[src/hdl/lqmc_regs.vh]
`ifndef LQMC_REGS_VH
`define LQMC_REGS_VH

// word indices; byte address is four times the index
`define LQMC_IDX_QM          6'h1d
`define LQMC_IDX_THR_BASE    6'h20
`define LQMC_IDX_THR_LAST    6'h29
`define LQMC_IDX_CTRL        6'h2a
`define LQMC_IDX_IRQ_STAT    6'h2b
`define LQMC_IDX_IRQ_MASK    6'h2c

// quality monitor register fields
`define LQMC_QM_RESET        16'h0000
`define LQMC_QM_ENABLE_BIT   15
`define LQMC_QM_RESTART_HI   14
`define LQMC_QM_RESTART_LO   10
`define LQMC_QM_WARN_HI      9
`define LQMC_QM_WARN_LO      0
`define LQMC_QM_RW_MASK      16'hfc00

// warning bit pairs, {high, low} per parameter
`define LQMC_P_EQ            0
`define LQMC_P_GAIN          1
`define LQMC_P_BW            2
`define LQMC_P_FO            3
`define LQMC_P_FC            4
`define LQMC_NUM_PARAMS      5

// pcs control mirror, signal detect option position
`define LQMC_CTRL_SD_BIT     8
`define LQMC_CTRL_RESET      16'h0000

// interrupt status and mask, one event bit
`define LQMC_IRQ_LQ_BIT      0
`define LQMC_IRQ_RESET       1'b0

// threshold select values: 0 picks the low threshold, 1 the high one
`define LQMC_THR_SEL_LOW     1'b0
`define LQMC_THR_SEL_HIGH    1'b1

`endif

[src/hdl/lqmc_ctrl.v]
// What this block does
// - checking runs only with enable bit 15 set and a valid 100 Mb link.
// - a violation while armed raises the interrupt only when the mask enables it.
// - reading the monitor register clears all warnings not hit in that cycle and re-arms the interrupt.
// - bit 14 set: frequency control violation resets processor, restarts adaption.
// - bit 13 set: frequency offset violation resets processor, restarts adaption.
// - bit 12 set: baseline wander violation resets processor, restarts adaption.
// - bit 11 set: gain control violation resets processor, restarts adaption.
// - bit 10 set: equalizer coefficient violation resets processor, restarts adaption.
// - restart-enabled violation with signal detect option 0 also drops link.
// - bit 9 frequency control high, bit 8 low; read only, clear on read.
// - bit 7 frequency offset high, bit 6 low; read only, clear on read.
// - bit 5 baseline wander high, bit 4 low; read only, clear on read.
// - bit 3 gain control high, bit 2 low; read only, clear on read.
// - bit 1 equalizer coefficient high, bit 0 low; read only, clear on read.
// - threshold select 0 picks the low threshold, 1 the high threshold.
`include "lqmc_regs.vh"
`default_nettype none

module lqmc_ctrl #(
    parameter PW = 16
) (
    input  wire          clk_i,
    input  wire          rst_i,
    input  wire          wb_cyc_i,
    input  wire          wb_stb_i,
    input  wire          wb_we_i,
    input  wire [7:0]    wb_adr_i,
    input  wire [3:0]    wb_sel_i,
    input  wire [31:0]   wb_dat_i,
    output wire [31:0]   wb_dat_o,
    output wire          wb_ack_o,
    input  wire          link_100_valid_i,
    input  wire [PW-1:0] freq_control_i,
    input  wire [PW-1:0] freq_offset_i,
    input  wire [PW-1:0] baseline_wander_param_i,
    input  wire [PW-1:0] digital_gain_param_i,
    input  wire [PW-1:0] equalizer_first_coeff_i,
    output wire          dsp_reset_o,
    output wire          adapt_restart_o,
    output wire          link_drop_o,
    output wire          irq_o
);

    localparam NP = `LQMC_NUM_PARAMS;
    localparam [PW-1:0] THR_MAX = {1'b0, {(PW-1){1'b1}}};
    localparam [PW-1:0] THR_MIN = {1'b1, {(PW-1){1'b0}}};

    // ---------------- bus slave ----------------
    reg         ack_r;
    reg  [31:0] rdata_r;
    wire        req     = wb_cyc_i & wb_stb_i & ~ack_r;
    wire        wr      = req & wb_we_i;
    wire        rd      = req & ~wb_we_i;
    wire [5:0]  idx     = wb_adr_i[7:2];

    // byte lanes of the 16-bit registers
    wire [15:0] lane_mask = {{8{wb_sel_i[1]}}, {8{wb_sel_i[0]}}};

    // ---------------- control and state ----------------
    reg  [5:0]  qm_ctrl_r;      // enable plus five restart bits
    wire [9:0]  warn_q;
    reg  [15:0] pcs_ctrl_r;
    reg         irq_stat_r;
    reg         irq_mask_r;
    reg         armed_r;
    reg  [9:0]  viol_d_r;
    reg         dsp_reset_r;
    reg         adapt_restart_r;
    reg         link_drop_r;

    reg  [PW-1:0] thr_lo_r [0:NP-1];
    reg  [PW-1:0] thr_hi_r [0:NP-1];

    wire        mon_enable     = qm_ctrl_r[5];
    wire [4:0]  restart_en     = qm_ctrl_r[4:0];
    wire        signal_detect_option      = pcs_ctrl_r[`LQMC_CTRL_SD_BIT];

    wire [15:0] qm_word = {qm_ctrl_r, warn_q};

    // live parameters packed with the warning order: fc, fo, bw, gain, eq
    wire [NP*PW-1:0] params = {freq_control_i, freq_offset_i, baseline_wander_param_i,
                               digital_gain_param_i, equalizer_first_coeff_i};

    wire active = mon_enable & link_100_valid_i;

    // ---------------- threshold compare ----------------
    wire [9:0] viol;
    genvar g;
    generate
        for (g = 0; g < NP; g = g + 1) begin : g_cmp
            lqmc_thr_cmp #(
                .PW (PW)
            ) cmp_u (
                .active_i  (active),
                .param_i   (params[g*PW +: PW]),
                .thr_lo_i  (thr_lo_r[g]),
                .thr_hi_i  (thr_hi_r[g]),
                .viol_hi_o (viol[2*g+1]),
                .viol_lo_o (viol[2*g])
            );
        end
    endgenerate

    // only fresh crossings count, so a standing fault does not loop restarts
    wire [9:0] viol_new = viol & ~viol_d_r;

    wire [4:0] param_hit;
    generate
        for (g = 0; g < NP; g = g + 1) begin : g_hit
            assign param_hit[g] = viol_new[2*g+1] | viol_new[2*g];
        end
    endgenerate

    wire restart_hit = |(param_hit & restart_en);

    wire qm_read = rd & (idx == `LQMC_IDX_QM);

    // ---------------- warning latches ----------------
    // one sticky latch per warning bit; a clearing read never hides a fresh hit
    generate
        for (g = 0; g < 2 * NP; g = g + 1) begin : g_warn
            lqmc_sticky warn_u (
                .clk_i (clk_i),
                .rst_i (rst_i),
                .set_i (viol[g]),
                .clr_i (qm_read),
                .q_o   (warn_q[g])
            );
        end
    endgenerate

    // threshold register decode
    wire       thr_hit  = (idx >= `LQMC_IDX_THR_BASE) & (idx <= `LQMC_IDX_THR_LAST);
    wire [5:0] thr_off  = idx - `LQMC_IDX_THR_BASE;
    wire [2:0] thr_prm  = thr_off[3:1];
    wire       thr_sel  = thr_off[0];

    // ---------------- register writes and state ----------------
    integer i;
    always @(posedge clk_i) begin
        if (rst_i) begin
            ack_r           <= 1'b0;
            qm_ctrl_r       <= 6'h00;
            pcs_ctrl_r      <= `LQMC_CTRL_RESET;
            irq_stat_r      <= `LQMC_IRQ_RESET;
            irq_mask_r      <= `LQMC_IRQ_RESET;
            armed_r         <= 1'b1;
            viol_d_r        <= 10'h000;
            dsp_reset_r     <= 1'b0;
            adapt_restart_r <= 1'b0;
            link_drop_r     <= 1'b0;
            for (i = 0; i < NP; i = i + 1) begin
                thr_lo_r[i] <= THR_MIN;
                thr_hi_r[i] <= THR_MAX;
            end
        end else begin
            ack_r    <= req;
            viol_d_r <= viol;

            if (wr && idx == `LQMC_IDX_QM) begin
                qm_ctrl_r <= (qm_ctrl_r & ~lane_mask[15:10]) |
                             (wb_dat_i[15:10] & lane_mask[15:10]);
            end
            if (wr && idx == `LQMC_IDX_CTRL) begin
                pcs_ctrl_r <= (pcs_ctrl_r & ~lane_mask) | (wb_dat_i[15:0] & lane_mask);
            end
            if (wr && idx == `LQMC_IDX_IRQ_MASK && wb_sel_i[0]) begin
                irq_mask_r <= wb_dat_i[`LQMC_IRQ_LQ_BIT];
            end
            if (wr && thr_hit) begin
                for (i = 0; i < NP; i = i + 1) begin
                    if (thr_prm == i[2:0]) begin
                        if (thr_sel == `LQMC_THR_SEL_HIGH) begin
                            thr_hi_r[i] <= (thr_hi_r[i] & ~lane_mask[PW-1:0]) |
                                           (wb_dat_i[PW-1:0] & lane_mask[PW-1:0]);
                        end else begin
                            thr_lo_r[i] <= (thr_lo_r[i] & ~lane_mask[PW-1:0]) |
                                           (wb_dat_i[PW-1:0] & lane_mask[PW-1:0]);
                        end
                    end
                end
            end

            // one interrupt per armed period; the read re-arms it
            if (armed_r && (|viol)) begin
                armed_r <= 1'b0;
            end else if (qm_read) begin
                armed_r <= 1'b1;
            end

            // event set wins over a one-written clear in the same cycle
            if (armed_r && (|viol)) begin
                irq_stat_r <= 1'b1;
            end else if (wr && idx == `LQMC_IDX_IRQ_STAT && wb_sel_i[0] &&
                         wb_dat_i[`LQMC_IRQ_LQ_BIT]) begin
                irq_stat_r <= 1'b0;
            end

            dsp_reset_r     <= restart_hit;
            adapt_restart_r <= restart_hit;
            link_drop_r     <= restart_hit & ~signal_detect_option;
        end
    end

    // ---------------- read data ----------------
    // own loop index, so the clocked block's index has one driver
    integer j;
    reg [15:0] rd_word;
    always @* begin
        rd_word = 16'h0000;
        if (idx == `LQMC_IDX_QM) begin
            rd_word = qm_word;
        end else if (idx == `LQMC_IDX_CTRL) begin
            rd_word = pcs_ctrl_r;
        end else if (idx == `LQMC_IDX_IRQ_STAT) begin
            rd_word = {15'h0000, irq_stat_r};
        end else if (idx == `LQMC_IDX_IRQ_MASK) begin
            rd_word = {15'h0000, irq_mask_r};
        end else if (thr_hit) begin
            for (j = 0; j < NP; j = j + 1) begin
                if (thr_prm == j[2:0]) begin
                    rd_word = 16'h0000;
                    if (thr_sel == `LQMC_THR_SEL_HIGH) begin
                        rd_word[PW-1:0] = thr_hi_r[j];
                    end else begin
                        rd_word[PW-1:0] = thr_lo_r[j];
                    end
                end
            end
        end
    end

    always @(posedge clk_i) begin
        if (rst_i) begin
            rdata_r <= 32'h0000_0000;
        end else if (rd) begin
            rdata_r <= {16'h0000, rd_word};
        end
    end

    assign wb_dat_o        = rdata_r;
    assign wb_ack_o        = ack_r;
    assign irq_o           = irq_stat_r & irq_mask_r;
    assign dsp_reset_o     = dsp_reset_r;
    assign adapt_restart_o = adapt_restart_r;
    assign link_drop_o     = link_drop_r;

endmodule // lqmc_ctrl

module lqmc_thr_cmp #(
    parameter PW = 16
) (
    input  wire          active_i,
    input  wire [PW-1:0] param_i,
    input  wire [PW-1:0] thr_lo_i,
    input  wire [PW-1:0] thr_hi_i,
    output wire          viol_hi_o,
    output wire          viol_lo_o
);
    // parameters and thresholds are two's complement
    wire signed [PW-1:0] pv = param_i;
    wire signed [PW-1:0] lo = thr_lo_i;
    wire signed [PW-1:0] hi = thr_hi_i;

    // a threshold at the range end can never be crossed
    assign viol_hi_o = active_i & (pv > hi);
    assign viol_lo_o = active_i & (pv < lo);

endmodule // lqmc_thr_cmp

module lqmc_sticky (
    input  wire clk_i,
    input  wire rst_i,
    input  wire set_i,
    input  wire clr_i,
    output wire q_o
);
    reg q_r;

    // set wins over a clear in the same cycle
    always @(posedge clk_i) begin
        if (rst_i) begin
            q_r <= 1'b0;
        end else if (set_i) begin
            q_r <= 1'b1;
        end else if (clr_i) begin
            q_r <= 1'b0;
        end
    end

    assign q_o = q_r;

endmodule // lqmc_sticky

`default_nettype wire

[config.mk]
export PLATFORM = sky130hd
export DESIGN_NAME = lqmc_ctrl
export DESIGN_NICKNAME = d
export VERILOG_FILES = /design/src/hdl/lqmc_ctrl.v
export VERILOG_INCLUDE_DIRS = /design/src /design/src/hdl
export SDC_FILE = /design/constraint.sdc
export NUM_CORES = 1
export LEC_CHECK = 0
export ABC_AREA = 1
export BUFFER_PORTS_ARGS = -buffer_cell sky130_fd_sc_hd__clkbuf_2
export CAP_MARGIN = 20
export CORE_MARGIN = 5
export CORE_UTILIZATION = 45
export CTS_CLUSTER_DIAMETER = 150
export DETAILED_ROUTE_END_ITERATION = 6
export SLEW_MARGIN = 20
export SYNTH_ARGS = -nofsm -noshare
export SYNTH_HDL_FRONTEND = slang
export SYNTH_SLANG_ARGS = --single-unit
[constraint.sdc]
create_clock -name clk_i -period 6.5 [get_ports clk_i]
set_input_delay 0.65 -clock clk_i [delete_from_list [all_inputs] [get_ports clk_i]]
set_output_delay 0.65 -clock clk_i [all_outputs]
set_load 0.02 [all_outputs]
---- Word-level counts from Yosys, hierarchy flattened ----
Memory sizes are Yosys's and may differ from the RTL's.
Cells that the tools add are included.
operators by class
  add/sub/neg operators ................... 1
  multiply operators ...................... 0
  div/mod/pow operators ................... 0
  $lt $le $gt $ge ......................... 12
  equality and inequality tests ........... 8
  shifts and indexed selects .............. 0
  mux-type cells .......................... 84
  bitwise logic cells ..................... 68
  reductions and logical operators ........ 24
operators by type and width
  operator                                                         number
  16-bit two-way mux                                               25
  16-bit AND                                                       12
  16-bit OR                                                        11
  16-bit greater-than comparator                                   5
  16-bit < comparator                                              5
  1-bit two-way mux                                                59
  2-bit nonzero test                                               12
  1-bit AND                                                        19
  6-bit == test, second input constant                             3
  16-bit NOT                                                       1
  1-bit OR                                                         15
  6-bit AND                                                        2
  10-bit AND                                                       1
  10-bit NOT                                                       1
  10-bit OR reduction                                              1
  1-bit logical AND                                                9
  3-bit by 2-bit == test with 1-bit output, second input constant  2
  6-bit by 5-bit == test with 1-bit output, second input constant  1
  6-bit >= comparator, second input constant                       1
  6-bit <= comparator, second input constant                       1
  6-bit NOT                                                        1
  6-bit OR                                                         1
  5-bit AND                                                        1
  5-bit OR reduction                                               1
  other kinds (5)                                                  7
storage, ports and cells
  register bits ........................... 64
  bits in latches ......................... 0
  memory bits (writable) .................. 160
  ROM bits ................................ 0
  input bits .............................. 130
  output and inout bits ................... 37
  memories ................................ 2
memory list
  memory    words  bits a word  rd ports  clocked after memory_dff  wr ports  RTL line        source
  thr_hi_r  5      16           5         0                         5         lqmc_ctrl.v:73  reg [PW-1:0] thr_hi_r [0:NP-1];
  thr_lo_r  5      16           5         0                         5         lqmc_ctrl.v:72  reg [PW-1:0] thr_lo_r [0:NP-1];

---- Depth between registers and ports, before layout ----
Gate-level depths: netlist of the first run.
  depth after elaboration ................. 12
  depth in mapped cells ................... 19
  depth with buffers taken out ............ 19

---- Modules after synthesis ----
Synthesis of the first run repeated with hierarchy kept, for this count alone.
unflattened totals
  cell total of the unflattened synthesis .. 2222
  area, all modules ....................... 15985.3 µm²
modules (own cells, without submodules)
  module                             times used  cells an instance  area an instance (µm²)
  lqmc_ctrl                          1           1457               11204.5
  lqmc_thr_cmp (g_cmp[1].cmp_u ...)  4           142                875.8
  lqmc_thr_cmp (g_cmp[0].cmp_u)      1           147                877.1
  lqmc_sticky                        10          5                  40.0

---- Least setup slack after synthesis of the first run ----
Ideal clock, no wire load.
  path type ............................... input to register
  start point ............................. in wb_cyc_i
  end point ............................... mem thr_hi_r[0][0], enable pin
  setup time .............................. 0.411 ns
  arrival ................................. 2.553 ns
  setup slack ............................. 3.536 ns
  stages .................................. 8
  cells stage by stage .................... nand2_1 nor2_1 inv_1 nor2_1 inv_1 nor2_2 inv_1 o21ai_0
RTL lines
  element          RTL line        source
  start, declared  lqmc_ctrl.v:25  input wire wb_cyc_i,
  end, declared    lqmc_ctrl.v:73

==> results of run 1 <==
## worst max path at each step
stage                 from                             to  cells past startpoint
6_report       wb_adr_i[3]  thr_hi_r[0][56]$_SDFFCE_PP1P_                     11
5_1_grt        wb_adr_i[3]  thr_hi_r[0][56]$_SDFFCE_PP1P_                     11
4_1_cts        wb_adr_i[3]   thr_hi_r[0][9]$_SDFFCE_PP1P_                     11
3_5_place_dp   wb_adr_i[3]   thr_hi_r[0][9]$_SDFFCE_PP1P_                     11
3_3_place_gp   wb_adr_i[3]  thr_hi_r[0][73]$_SDFFCE_PP1P_                     11
2_1_floorplan     wb_cyc_i   thr_hi_r[0][0]$_SDFFCE_PP1P_                      8
## worst max-delay path, stage by stage
cell and delay (ps):
clkbuf_2 170, nor3_2 390, inv_2 250, nor2_2 640, inv_2 170, a41oi_1 220, o21bai_1 200, buf_4 300
nand2_1 90, inv_2 240, o21ai_1 110
## flip-flops by register name, indices dropped and copies added (netlist names), named ones only
| name | count |
|---|---|
| armed_r | 1 |
| thr_hi_r | 80 |
| irq_stat_r | 1 |
| wb_ack_o | 1 |
| link_drop_o | 1 |
| g_warn.warn_u.q_o | 10 |
| adapt_restart_o | 1 |
| wb_dat_o | 16 |
| irq_mask_r | 1 |
| viol_d_r | 10 |
| thr_lo_r | 80 |
## per-layer routing
layer | global-route usage | vias to the layer above | wire length [um]
li1 | - | 6401 | -
met1 | 0.360 | 6163 | 21000
met2 | 0.406 | 562 | 21200
met3 | 0.0511 | 98 | 4210
met4 | 0.103 | 0 | 2160
met5 | 0 | - | 0
## kinds of logic after synthesis
family,after synthesis
buf+inv,394
fa+ha+maj,155
other cells,1
compound gates,460
flops,224
simple gates,619
## stage by stage
step                utilization  worst slack [ps]  area (um2)
floorplan                     -              3540       14700
global placement          0.485              2840       15700
detailed placement        0.485              2800       15700
CTS                       0.515              3370       16600
global route              0.515              3180       16600
finish                    0.515              3320       16600
## power breakdown
group          switching, mW  internal (mW)  leakage, nW
Clock                  0.648          0.979        0.470
Sequential            0.0116           1.54         1.89
Combinational          0.289          0.126         5.76
Total                  0.948           2.65         8.11
## placed cells by master (no fill, tap or decap), types with 2 or more instances in the layout
cell         n
a21oi_1    200
a221oi_1    16
a22oi_1     34
a31oi_1      6
buf_4       16
bufinv_16    4
clkbuf_1     4
clkbuf_16   29
clkbuf_2   130
clkinv_1     5
clkinv_2     3
clkinv_4     2
conb_1      16
dfxtp_1     64
edfxtp_1   160
ha_1       155
inv_1      288
inv_2       25
inv_4        3
inv_6        2
nand2_1    398
nand2_2      3
nand3_1     31
nand3b_1     3
nand4_1     11
nor2_1     149
nor2_2       4
nor2_4       2
nor3_1      11
nor3_2       2
nor4_1       2
o21a_1       8
o21ai_0     79
o21ai_1     76
o21ai_2      2
o21bai_1     2
o22ai_1     32
## layout make-up
class | count | area [um2] | area share
Clock inverter | 17 | 216 | 0.0130
Sequential cell | 224 | 6090 | 0.366
Inverter | 317 | 1190 | 0.0716
Clock buffer | 33 | 741 | 0.0446
Timing Repair Buffer | 146 | 771 | 0.0464
Multi-Input combinational cell | 1250 | 7060 | 0.425
Tap cell | 442 | 553 | 0.0333
==> results.md, run 1 <==
- The flow ran to the end, and the final reports show no timing, DRC or antenna violations.
- STA classifies the critical path startpoint as an input port.
- The first-pass GRT wire length is 72600 um.
- The share of the synthesized area in compound gates (AO/OA/AOI/OAI) came to 0.173.
- Gates resized during post-CTS repair numbered 0.
- The unique cell type count in the Yosys netlist is 39.
- The worst-case clock buffer depth is 3.
- In the synthesized netlist the async set-or-reset flop fraction comes to 0.
- Detailed placement finished with a half-perimeter wire length of 36400 um.
- Of the total synthesized cell area, the portion taken by full adders, half adders and majority gates is 0.132.
- After detailed routing, the number of remaining DRC violations is 0.
- Buffers inserted to repair hold after CTS numbered 0.
- The worst hold path stage count is 3.
- The maximum clock skew at final layout is 19.2 ps.
- Setup violations remaining at the end of the flow were counted as 0.
- The startpoint identified for the worst register-to-register timing path is wb_ack_o$_SDFF_PP0_.
- The path class of the tightest hold or removal check is in -> reg.
- The post-CTS setup buffer count is 0.
- By area, the combinational part of the netlist is dominated by compound AO/OA/AOI/OAI gates.
- Clock-pin slew was measured on the worst setup and hold paths at 60 ps.
- The endpoint identified for the worst register-to-register timing path is thr_lo_r[0][47]$_SDFFCE_PP1P_.
- The number of synthesized flops with an enable pin is 160.
- The element type at the critical path end is a register.
- For this configuration, the core starts out at a cell density of 0.453.
- After detailed routing, the average wire length per cell comes to 20.0 um.
- The cell count after synthesis is 1853.
- Summed over all cells, the static leakage comes to 8.11 nW.
- The via density per instance is 5.44.
- The total die area is 36200 um2.
- The number of cells on the worst reg-to-reg path is 8.
- The area share of xor/xnor cells in the synthesized design is 0.
- The worst pin sits at a relative slew slack of 0.309.
- The core region area is 32300 um2.
- The number of hold-slack violations in the final timing report came to 0.
- The floorplan has 66 rows.
- The largest driver fanout on the critical path is 17.
- The detailed-routing iteration count for the pre-antenna-repair pass is 6.
- CTS built an H-tree with a depth of 1.
- The worst ir drop on vdd is 179 uV.
- For this design the ratio of total power to cell area is 217 nW/um2.
- Sorting the synthesized cells by area gives the leading types as edfxtp_1 (33%), ha_1 (13%), nand2_1 (10%), dfxtp_1 (8.8%), inv_1 (7.4%).
- Synthesis inferred 224 register bits.
- A synthesized cell averages 7.90 um2.
- Excluding fillers, the count of instances in the completed layout stands at 2429.
- The CTS root buffer is clkbuf_16.
- The startpoint identified for the worst hold timing path is wb_dat_i[10].
- The die boundary height is 190 um.
- The clock tree from TritonCTS is done.
- In this run the remaining antenna-violating nets after routing total 0.
- Dividing the final minimum period by the clock period gives 0.489.
- Derived from the worst setup path, the maximum achievable clock frequency is 0.315 GHz.
- The number of global-route vias before repair is 12616.
- The reg-to-reg setup timing slack is 3530 ps.
- Buffers inserted during clock tree synthesis total 27.
- The worst-skew pair later-pin latency is 550 ps.
- At the end of routability-driven placement, the weighted congestion stood at 0.934.
- The overall power consumption is 3.60 mW.
- The share of synthesized area in the top cell type comes to 0.328.
- Counting instances in the post-synthesis netlist gives the leading cell types as nand2_1 (398), inv_1 (288), a21oi_1 (200).
- The largest net degree at the start of global routing is 57.
- In the final design database the tool counted 2251 nets.
- The Yosys warning count is 0.
- The total global routing overflow is 0.
- The slew of the pin with the lowest slew margin is 1040 ps.
- For this block, the via count after detailed routing is 13224.
- The cell type with the highest aggregate area in the netlist is edfxtp_1.
- Of the cells placed in the final design, the portion with a size suffix greater than 1 is 0.117.
- The max-slew violation count is 0.
- The most frequent cell after synthesis is nand2_1.
- The first routing iteration left 1260 violations.
- The number of antenna diodes in the final layout is 0.
- In this run the cell area of the synthesized design comes to 14600 um2.
- The minimum clock period after layout is 3180 ps.
- The filler cells instantiated in the layout total 3135.
- Setup repair after global routing left no endpoint under its margin.
- The TritonCTS sink count is 224.
- The top-level port count is 167.
- For this run, the register share of the synthesized area comes to 0.416.
- The number of I/O port buffers is 130.
- The count of placed standard cells including taps is 2379.
- The data required time at the worst endpoint is 6770 ps.
- Measured against the total synthesized area, the mux share comes to 0.
- The critical path class is in -> reg.
- The overall routing resource usage is 0.261.
- The number of antenna violations at the first check in global routing is 0.
- Adding up every negative setup slack in the final design gives 0 ps.
- The fraction of the mapped netlist area in simple logic gates is 0.171.
- The max-cap check violation count is 0.
- The data arrival time at the worst-slack endpoint is 3450 ps.
- From left edge to right edge, the die measures 190 um.
- The area growth from synthesis to layout is 13.5%.
- Across all hold checks on the routed design, the worst slack comes to 342 ps.
- In the synthesized netlist the dominant register cell turns out to be edfxtp_1.
- The aggregate routed wire length is 48600 um.
(Power assumes the default switching activity.)
==> inputs of run 2 (changes only) <==
--- a/config.mk
+++ b/config.mk
@@ -6,13 +6,14 @@
 export SDC_FILE = /design/constraint.sdc
 export NUM_CORES = 1
 export LEC_CHECK = 0
-export ABC_AREA = 1
+export ABC_AREA = 0
 export BUFFER_PORTS_ARGS = -buffer_cell sky130_fd_sc_hd__clkbuf_2
 export CAP_MARGIN = 20
 export CORE_MARGIN = 5
 export CORE_UTILIZATION = 45
 export CTS_CLUSTER_DIAMETER = 150
 export DETAILED_ROUTE_END_ITERATION = 6
+export PLACE_DENSITY = 0.67
 export SLEW_MARGIN = 20
 export SYNTH_ARGS = -nofsm -noshare
 export SYNTH_HDL_FRONTEND = slang
==> constraint.sdc (replaced) <==
create_clock -name clk_i -period 2.75 [get_ports clk_i]
set_input_delay 0.275 -clock clk_i [delete_from_list [all_inputs] [get_ports clk_i]]
set_output_delay 0.275 -clock clk_i [all_outputs]
set_load 0.02 [all_outputs]
==> results.md, run 2 <==
- The flow ran to the end, but the final reports show violations.
- The checks that failed: design-rule violations, negative setup slack.
- The static leakage is 7.70 nW.
- The number of buffers created by CTS is 26.
- The worst-case setup margin in the final layout is -5.45 ps.
- The cell count after synthesis is 1494.
- The switching part of the total is 0.265.
- The number of global-route vias before repair is 12244.
- The number of different library cells used by synthesis comes to 69.
- The max-slew violation count is 0.
- The highest attainable clock frequency is 0.363 GHz.
- Yosys printed 0 warnings.
- The internal portion of total power is 6.07 mW.
- The start of the worst register-to-register path is thr_hi_r[0][26]$_SDFFCE_PP1P_.
- The total half-perimeter wirelength after legalization and detailed placement is 38400 um.
- The synthesized design spends more area on one cell type than any other, namely edfxtp_1.
- The library cell used most frequently in the layout, excluding fill and tap cells, is o21ai_0.
- The total setup violations reported at the end of the flow is 1.
- The overall power consumption is 8.25 mW.
- The largest driver fanout on the critical path is 2.
- Once detail routing completed, the nets flagged for antenna violations numbered 0.
- The worst hold path stage count is 3.
- The worst-skew pair later-pin latency is 540 ps.
- The average wire length per cell after detail routing is 24.6 um.
- A synthesized cell averages 9.62 um2.
- The aggregate routed wire length is 52400 um.
- The overall routing resource usage is 0.280.
- The post-synthesis cell area is 14400 um2.
- Leaving out fill and tap cells, the most frequent cells in the layout are o21ai_0 (174), inv_1 (162), edfxtp_1 (160), ha_1 (138), clkbuf_2 (130).
- The area share of the leading cell type in the synthesized netlist is 0.334.
- The top-level port count is 167.
- The area growth from synthesis to layout is 21.7%.
- The max-cap check violation count is 0.
- After synthesis, the share of flip-flops with an asynchronous set or reset is 0.
- The final critical-path share of the clock period is 1.00.
- CTS placed an instance of clkbuf_16 at the clock tree root.
- The worst setup path is launched from a register.
- The number of nets in the layout is 1992.
- The critical path class is reg -> reg.
- The initialized floorplan defines 65 standard-cell rows.
- Before CTS, the worst setup slack after placement is -153 ps.
- The element type at the critical path end is a register.
- The total die area is 35600 um2.
- Global routing finished with a remaining overflow of 0.
- For this configuration, the core starts out at a cell density of 0.456.
- The total negative slack for setup checks is -5.45 ps.
- The number of synthesized flops with an enable pin is 160.
- Final hold analysis gives a worst-case slack of 45.6 ps.
- The most frequent cell after synthesis is inv_1.
- The number of I/O port buffers is 130.
- The worst reg2reg path endpoint is armed_r$_SDFFE_PP1P_.
- Of the total power, registers draw 0.447.
- Entering global routing, the biggest net connects 65 pins.
- Counting instances in the post-synthesis netlist gives the leading cell types as inv_1 (179), o21ai_0 (177), edfxtp_1 (160).
- The worst pin sits at a relative slew slack of 0.437.
- The die is 189 um wide.
- The share of the Yosys chip area taken by registers is 0.423.
- Dividing the detail-routed via count by the number of cells gives 6.01.
- The launch point of the critical path is thr_hi_r[0][26]$_SDFFCE_PP1P_.
- IR analysis of the VDD net gives a maximum drop of 424 uV.
- At the pin with the least slew margin, the transition time is 844 ps.
- Synthesis inferred 224 register bits.
- The total net switching power is 2.18 mW.
- CTS built an H-tree with a depth of 1.
- The final RePlAce weighted congestion is 0.919.
- Of the total power, combinational logic draws 0.139.
- Setup repair after global routing could not meet its margin everywhere.
- The number of antenna violations at the first check in global routing is 0.
- The count of vias placed by the detailed router is 12784.
- In the post-synthesis netlist, the biggest area contributors are edfxtp_1 (33%), ha_1 (13%), dfxtp_1 (8.9%), o21ai_0 (6.2%), mux2i_1 (4.9%).
- The worst-case clock buffer depth is 3.
- The clock arrives with 16.7 ps of skew.
- The detailed-routing iteration count for the pre-antenna-repair pass is 7.
- The most frequently used flop master after synthesis is edfxtp_1.
- At the worst endpoint, the required time is 3170 ps.
- The clock edge transition at the registers on the reported setup and hold paths is 60 ps.
- The total of hold buffers inserted after clock tree synthesis is 0.
- The number of cells on the worst reg-to-reg path is 11.
- For the finished layout, the period the worst path requires is 2760 ps.
- The number of design-rule violations left by the first detailed-router iteration is 1428.
- The data arrival time at the worst-slack endpoint is 3180 ps.
- After detailed routing, the number of remaining DRC violations is 4.
- The worst hold path begins at wb_stb_i.
- The fraction of layout instances using a drive strength above 1 is 0.212.
- The number of hold-slack violations in the final timing report is 0.
- The die boundary height is 189 um.
- The path category of the worst min-delay check is in -> reg.
- The reg-to-reg setup timing slack is -5 ps.
- Of the total power, the clock network draws 0.414.
- The first-pass GRT wire length is 75900 um.
- In this run the standard cell core region covers 31600 um2.
- Dividing total power by cell area gives a power density of 471 nW/um2.
- Following the worst setup path forward leads to its endpoint at armed_r$_SDFFE_PP1P_.
- The clock net in this run drives a total of 224 sinks.
- The clock tree from TritonCTS is done.
## run 2: changes by cell type after synthesis, sizes merged, moves of 17 or more
cell / delta
a22oi: -32
a21o: +18
nand2: -348
mux2i: +71
a21oi: -101
a211oi: +23
clkbuf: +22
nor2b: +81
nor3: +18
o221ai: +17
inv: -134
nor2: -88
o21ai: +21
## run 2: repair_timing
| action | 4_1_cts | 5_1_grt |
|---|---|---|
| buffers inserted | 0 | 14 |
| setup endpoints to repair | 4 | 4 |
| resized for setup | 15 | 61 |
| gates cloned | 0 | 0 |
| pin swaps | 2 | 37 |
## run 2: cells by family (layout without fill, tap and decap cells)
logic type,count (synthesis),after routing,share of synthesized area
AOI/OAI and AO/OA,444,444,0.190
adders and majority gates,155,155,0.135
buffers and inverters,264,480,0.0745
DFF,224,224,0.423
muxes,72,72,0.0502
other,1,17,0.000261
and+or+nand+nor,334,334,0.127
## run 2: metrics by stage
step,instance area (um2),std cells,util
after CTS,17000,2113,0.539
after detailed placement,16100,2067,0.511
after global routing,17500,2127,0.555
after floorplan,14400,1509,-
final,17500,2128,0.555
after global placement,16100,2067,0.511
## run 2: how the worst min path moves through the flow
stage               slack, ps                                end
floorplan                 420                           register
global placement          440  g_warn[8].warn_u.q_o$_SDFFE_PP0P_
global route               60                           register
CTS                        40                wb_ack_o$_SDFF_PP0_
detailed placement        440  g_warn[3].warn_u.q_o$_SDFFE_PP0P_
finish                     50                wb_ack_o$_SDFF_PP0_
## run 2: layout make-up
class / instances / area [um2]
Antenna cell: 1 / 2.50
Clock buffer: 39 / 795
Clock inverter: 7 / 32.5
Fill cell: 2836 / 14100
Inverter: 179 / 672
Multi-Input combinational cell: 1021 / 7730
Sequential cell: 224 / 6090
Tap cell: 402 / 503
Timing Repair Buffer: 255 / 1680
## run 2: critical path: stages (launching register included)
cell,delay (ps)
edfxtp_1,360
inv_1,90
ha_4,280
nand4_1,150
buf_4,190
a2111o_1,400
a311o_1,360
nand2_2,170
buf_6,130
nor4b_4,40
and4_1,210
a211o_1,250
## run 2: layer usage
metal | GRT usage | share of wire | vias to the layer above
met5 | 0 | 0 | -
met1 | 0.382 | 0.41 | 6133
met2 | 0.446 | 0.45 | 667
met3 | 0.0569 | 0.096 | 105
met4 | 0.0975 | 0.038 | 0
li1 | - | - | 5879
## run 2: power by group through the flow
stage | registers, mW | clock network (mW) | logic (mW)
after floorplan | 3.77 | 0 | 0.578
after global placement | 3.76 | 0 | 1.04
after detailed placement | 3.76 | 0 | 1.06
after CTS | 3.69 | 3.44 | 1.07
after global routing | 3.70 | 3.59 | 1.23
final | 3.69 | 3.41 | 1.14
==> inputs of run 3 (changes only) <==
--- a/config.mk
+++ b/config.mk
@@ -9,11 +9,12 @@
 export ABC_AREA = 0
 export BUFFER_PORTS_ARGS = -buffer_cell sky130_fd_sc_hd__clkbuf_2
 export CAP_MARGIN = 20
+export CORE_ASPECT_RATIO = 1.4
 export CORE_MARGIN = 5
 export CORE_UTILIZATION = 45
 export CTS_CLUSTER_DIAMETER = 150
 export DETAILED_ROUTE_END_ITERATION = 6
-export PLACE_DENSITY = 0.67
+export PLACE_DENSITY = 0.75
 export SLEW_MARGIN = 20
 export SYNTH_ARGS = -nofsm -noshare
 export SYNTH_HDL_FRONTEND = slang
==> results.md, run 3 (synthesized netlist as in run 2, its figures left out) <==
- The worst-case clock buffer depth is 3.
- The worst setup path is captured at a register.
- Along the worst path, the maximum fanout reaches 3.
- During placement, the flow inserted port buffers numbering 130.
- The critical path contains buffers and inverters numbering 2 combined.
- The minimum clock period after layout is 2830 ps.
- The cell repeated most along the worst path is nand4_1.
- Leaving out fill and tap cells, the most frequent cell in the layout is o21ai_0.
- The number of global-route vias before repair is 12577.
- Max-cap violations in this run came to 0.
- The core utilization of the finished layout is 0.541.
- The data required time at the worst endpoint is 3160 ps.
- The total net switching power is 2.20 mW.
- The clock edge transition at the registers on the reported setup and hold paths is 70 ps.
- The completed layout was analyzed and its total power is 8.51 mW.
- At the pin with the least slew margin, the transition time is 755 ps.
- The share of total power dissipated in combinational logic is 0.127.
- For this run, the slowest stage of the critical path takes 420 ps.
- The total die area is 35700 um2.
- The switching part of the total is 0.258.
- The slowest cell on the critical path is a2111o_1.
- The overall routing resource usage is 0.282.
- The CTS root buffer is clkbuf_16.
- The number of hold-slack violations in the final timing report came to 0.
- For this configuration, the core starts out at a cell density of 0.455.
- In this run the worst hold path is classified as in -> reg.
- The total DRC errors in the routed layout is 0.
- CTS built an H-tree with a depth of 1.
- In the final routed layout, each cell accounts on average for 24.9 um.
- The detailed router finished its first iteration with 1305 violations.
- For this run, the top clock speed supported by timing is 0.354 GHz.
- In the layout the commonest cells are o21ai_0 (175), inv_1 (168), edfxtp_1 (160), ha_1 (149), clkbuf_2 (129).
- Data arrives at the worst endpoint at 3240 ps.
- The largest net degree at the start of global routing is 81.
- The worst setup path is of the reg -> reg kind.
- 0 antenna diodes ended up in the layout.
- The aggregate routed wire length is 52200 um.
- The internal power of the cells totals 6.31 mW.
- The share of total power dissipated in sequential elements is 0.434.
- The via density per instance is 6.06.
- The number of nets in the layout is 1966.
- The number of antenna violations at the first check in global routing is 0.
- The flow ran to the end, but the final reports show violations.
- In the final layout, the share of cells above drive strength 1 is 0.188.
- The maximum clock skew at final layout is 25.2 ps.
- Of the available clock period, the critical path in the final layout requires 1.03.
- The top-level port count is 167.
- The floorplan step set the die height to 222 um.
- The area of all placed cells without fillers is 17100 um2.
- The congestion estimate from routability-driven global placement came to 1.02.
- The worst setup path is launched from a register.
- The placed instances occupy a cell area of 15900 um2.
- Setup violations remaining at the end of the flow were counted as 2.
- The post-detailed-route count of antenna-violating nets is 0.
- The count of placed standard cells in the final layout, fillers left out is 2094.
- The number of buffers created by CTS is 24.
- Row generation in the floorplan step produced 77 rows.
- The first global-routing pass estimated 76400 um of wire.
- The core region area is 31600 um2.
- Measured against its own limit, the worst slew margin works out to 0.496.
- The worst-case setup margin in the final layout is -77.5 ps.
- In this run, post-CTS hold repair placed 0 buffers.
- The die outline width is 161 um.
- The max-slew violation count is 0.
- The power per cell area is 498 nW/um2.
- Among cell families on the critical path, the largest total delay comes from compound AO/OA/AOI/OAI gates.
- The signal on the critical path passes through inv_1 -> ha_1 -> nand4_1 -> buf_4 -> a2111o_1 -> nand4_1 -> nand2_1 -> a311o_1 -> nor4_4 -> a211oi_2.
- The total global routing overflow is 0.
- Summed over all nets, the half-perimeter wirelength after detailed placement is 38800 um.
- The TritonCTS sink count is 224.
- The static leakage is 7.61 nW.
- The detailed-routing iteration count for the pre-antenna-repair pass is 7.
- Setup repair after global routing could not meet its margin everywhere.
- TritonCTS built the clock tree.
- The power share of the clock group is 0.440.
- The worst ir drop on vdd is 389 uV.
- The worst-skew pair later-pin latency is 550 ps.
- Compared with the post-synthesis result, the final layout area differs by 18.9%.
- The post-route worst hold slack is 33.1 ps.
- The count of placed standard cells including taps is 2042.
- The count of vias placed by the detailed router is 12685.
- The checks that failed: negative setup slack.
==> run 3: path summary, 6_finish.rpt <==
kind | start | end | slack [ps] | depth (start not counted)
worst min-delay path | wb_dat_i[7] | register | 30 | 3
worst max register to register | thr_hi_r[0][31]$_SDFFCE_PP0P_ | link_drop_o$_SDFF_PP0_ | -80 | 10
worst min register to register | g_warn[9].warn_u.q_o$_SDFFE_PP0P_ | g_warn[9].warn_u.q_o$_SDFFE_PP0P_ | 460 | 1
worst max-delay path | thr_hi_r[0][31]$_SDFFCE_PP0P_ | link_drop_o$_SDFF_PP0_ | -80 | 10
==> run 3: power by group through the flow <==
| stage | clock, mW | combinational [mW] | sequential [mW] |
|---|---|---|---|
| 2_1_floorplan | 0 | 0.578 | 3.77 |
| 3_3_place_gp | 0 | 1.01 | 3.76 |
| 3_5_place_dp | 0 | 1.03 | 3.76 |
| 4_1_cts | 3.76 | 1.04 | 3.69 |
| 5_1_grt | 3.90 | 1.16 | 3.69 |
| 6_report | 3.74 | 1.08 | 3.69 |
==> run 3: repair_timing <==
item | in CTS | in global routing
setup buffers | 0 | 8
setup endpoints to repair | 3 | 4
pin swaps | 1 | 20
gates resized for setup | 7 | 31
==> run 3: worst min-delay path: cells and delay by family <==
family / cells / cell delay [ps]
AND/OR/NAND/NOR: 1 / 70
buffers and inverters: 1 / 120
multiplexers: 1 / 80
==> run 3: through the flow <==
stage | setup WS (ps) | TNS (ps)
after global placement | -116 | -229
after CTS | 4.11 | 0
after global routing | -154 | -412
final | -77.5 | -153
after detailed placement | -154 | -289
after floorplan | 90.3 | 0
==> run 3: layer usage <==
metal	GRT usage	vias up	wire, um
li1	-	5826	-
met1	0.328	6044	18500
met2	0.483	642	25100
met3	0.0335	173	4100
met4	0.194	0	4470
met5	0	-	0
==> run 3: layout make-up <==
class / instances / area (um2)
Clock inverter: 14 / 189
Tap cell: 395 / 494
Timing Repair Buffer: 231 / 1450
Inverter: 179 / 672
Clock buffer: 30 / 728
Fill cell: 2833 / 14500
Multi-Input combinational cell: 1021 / 7480
Sequential cell: 224 / 6090
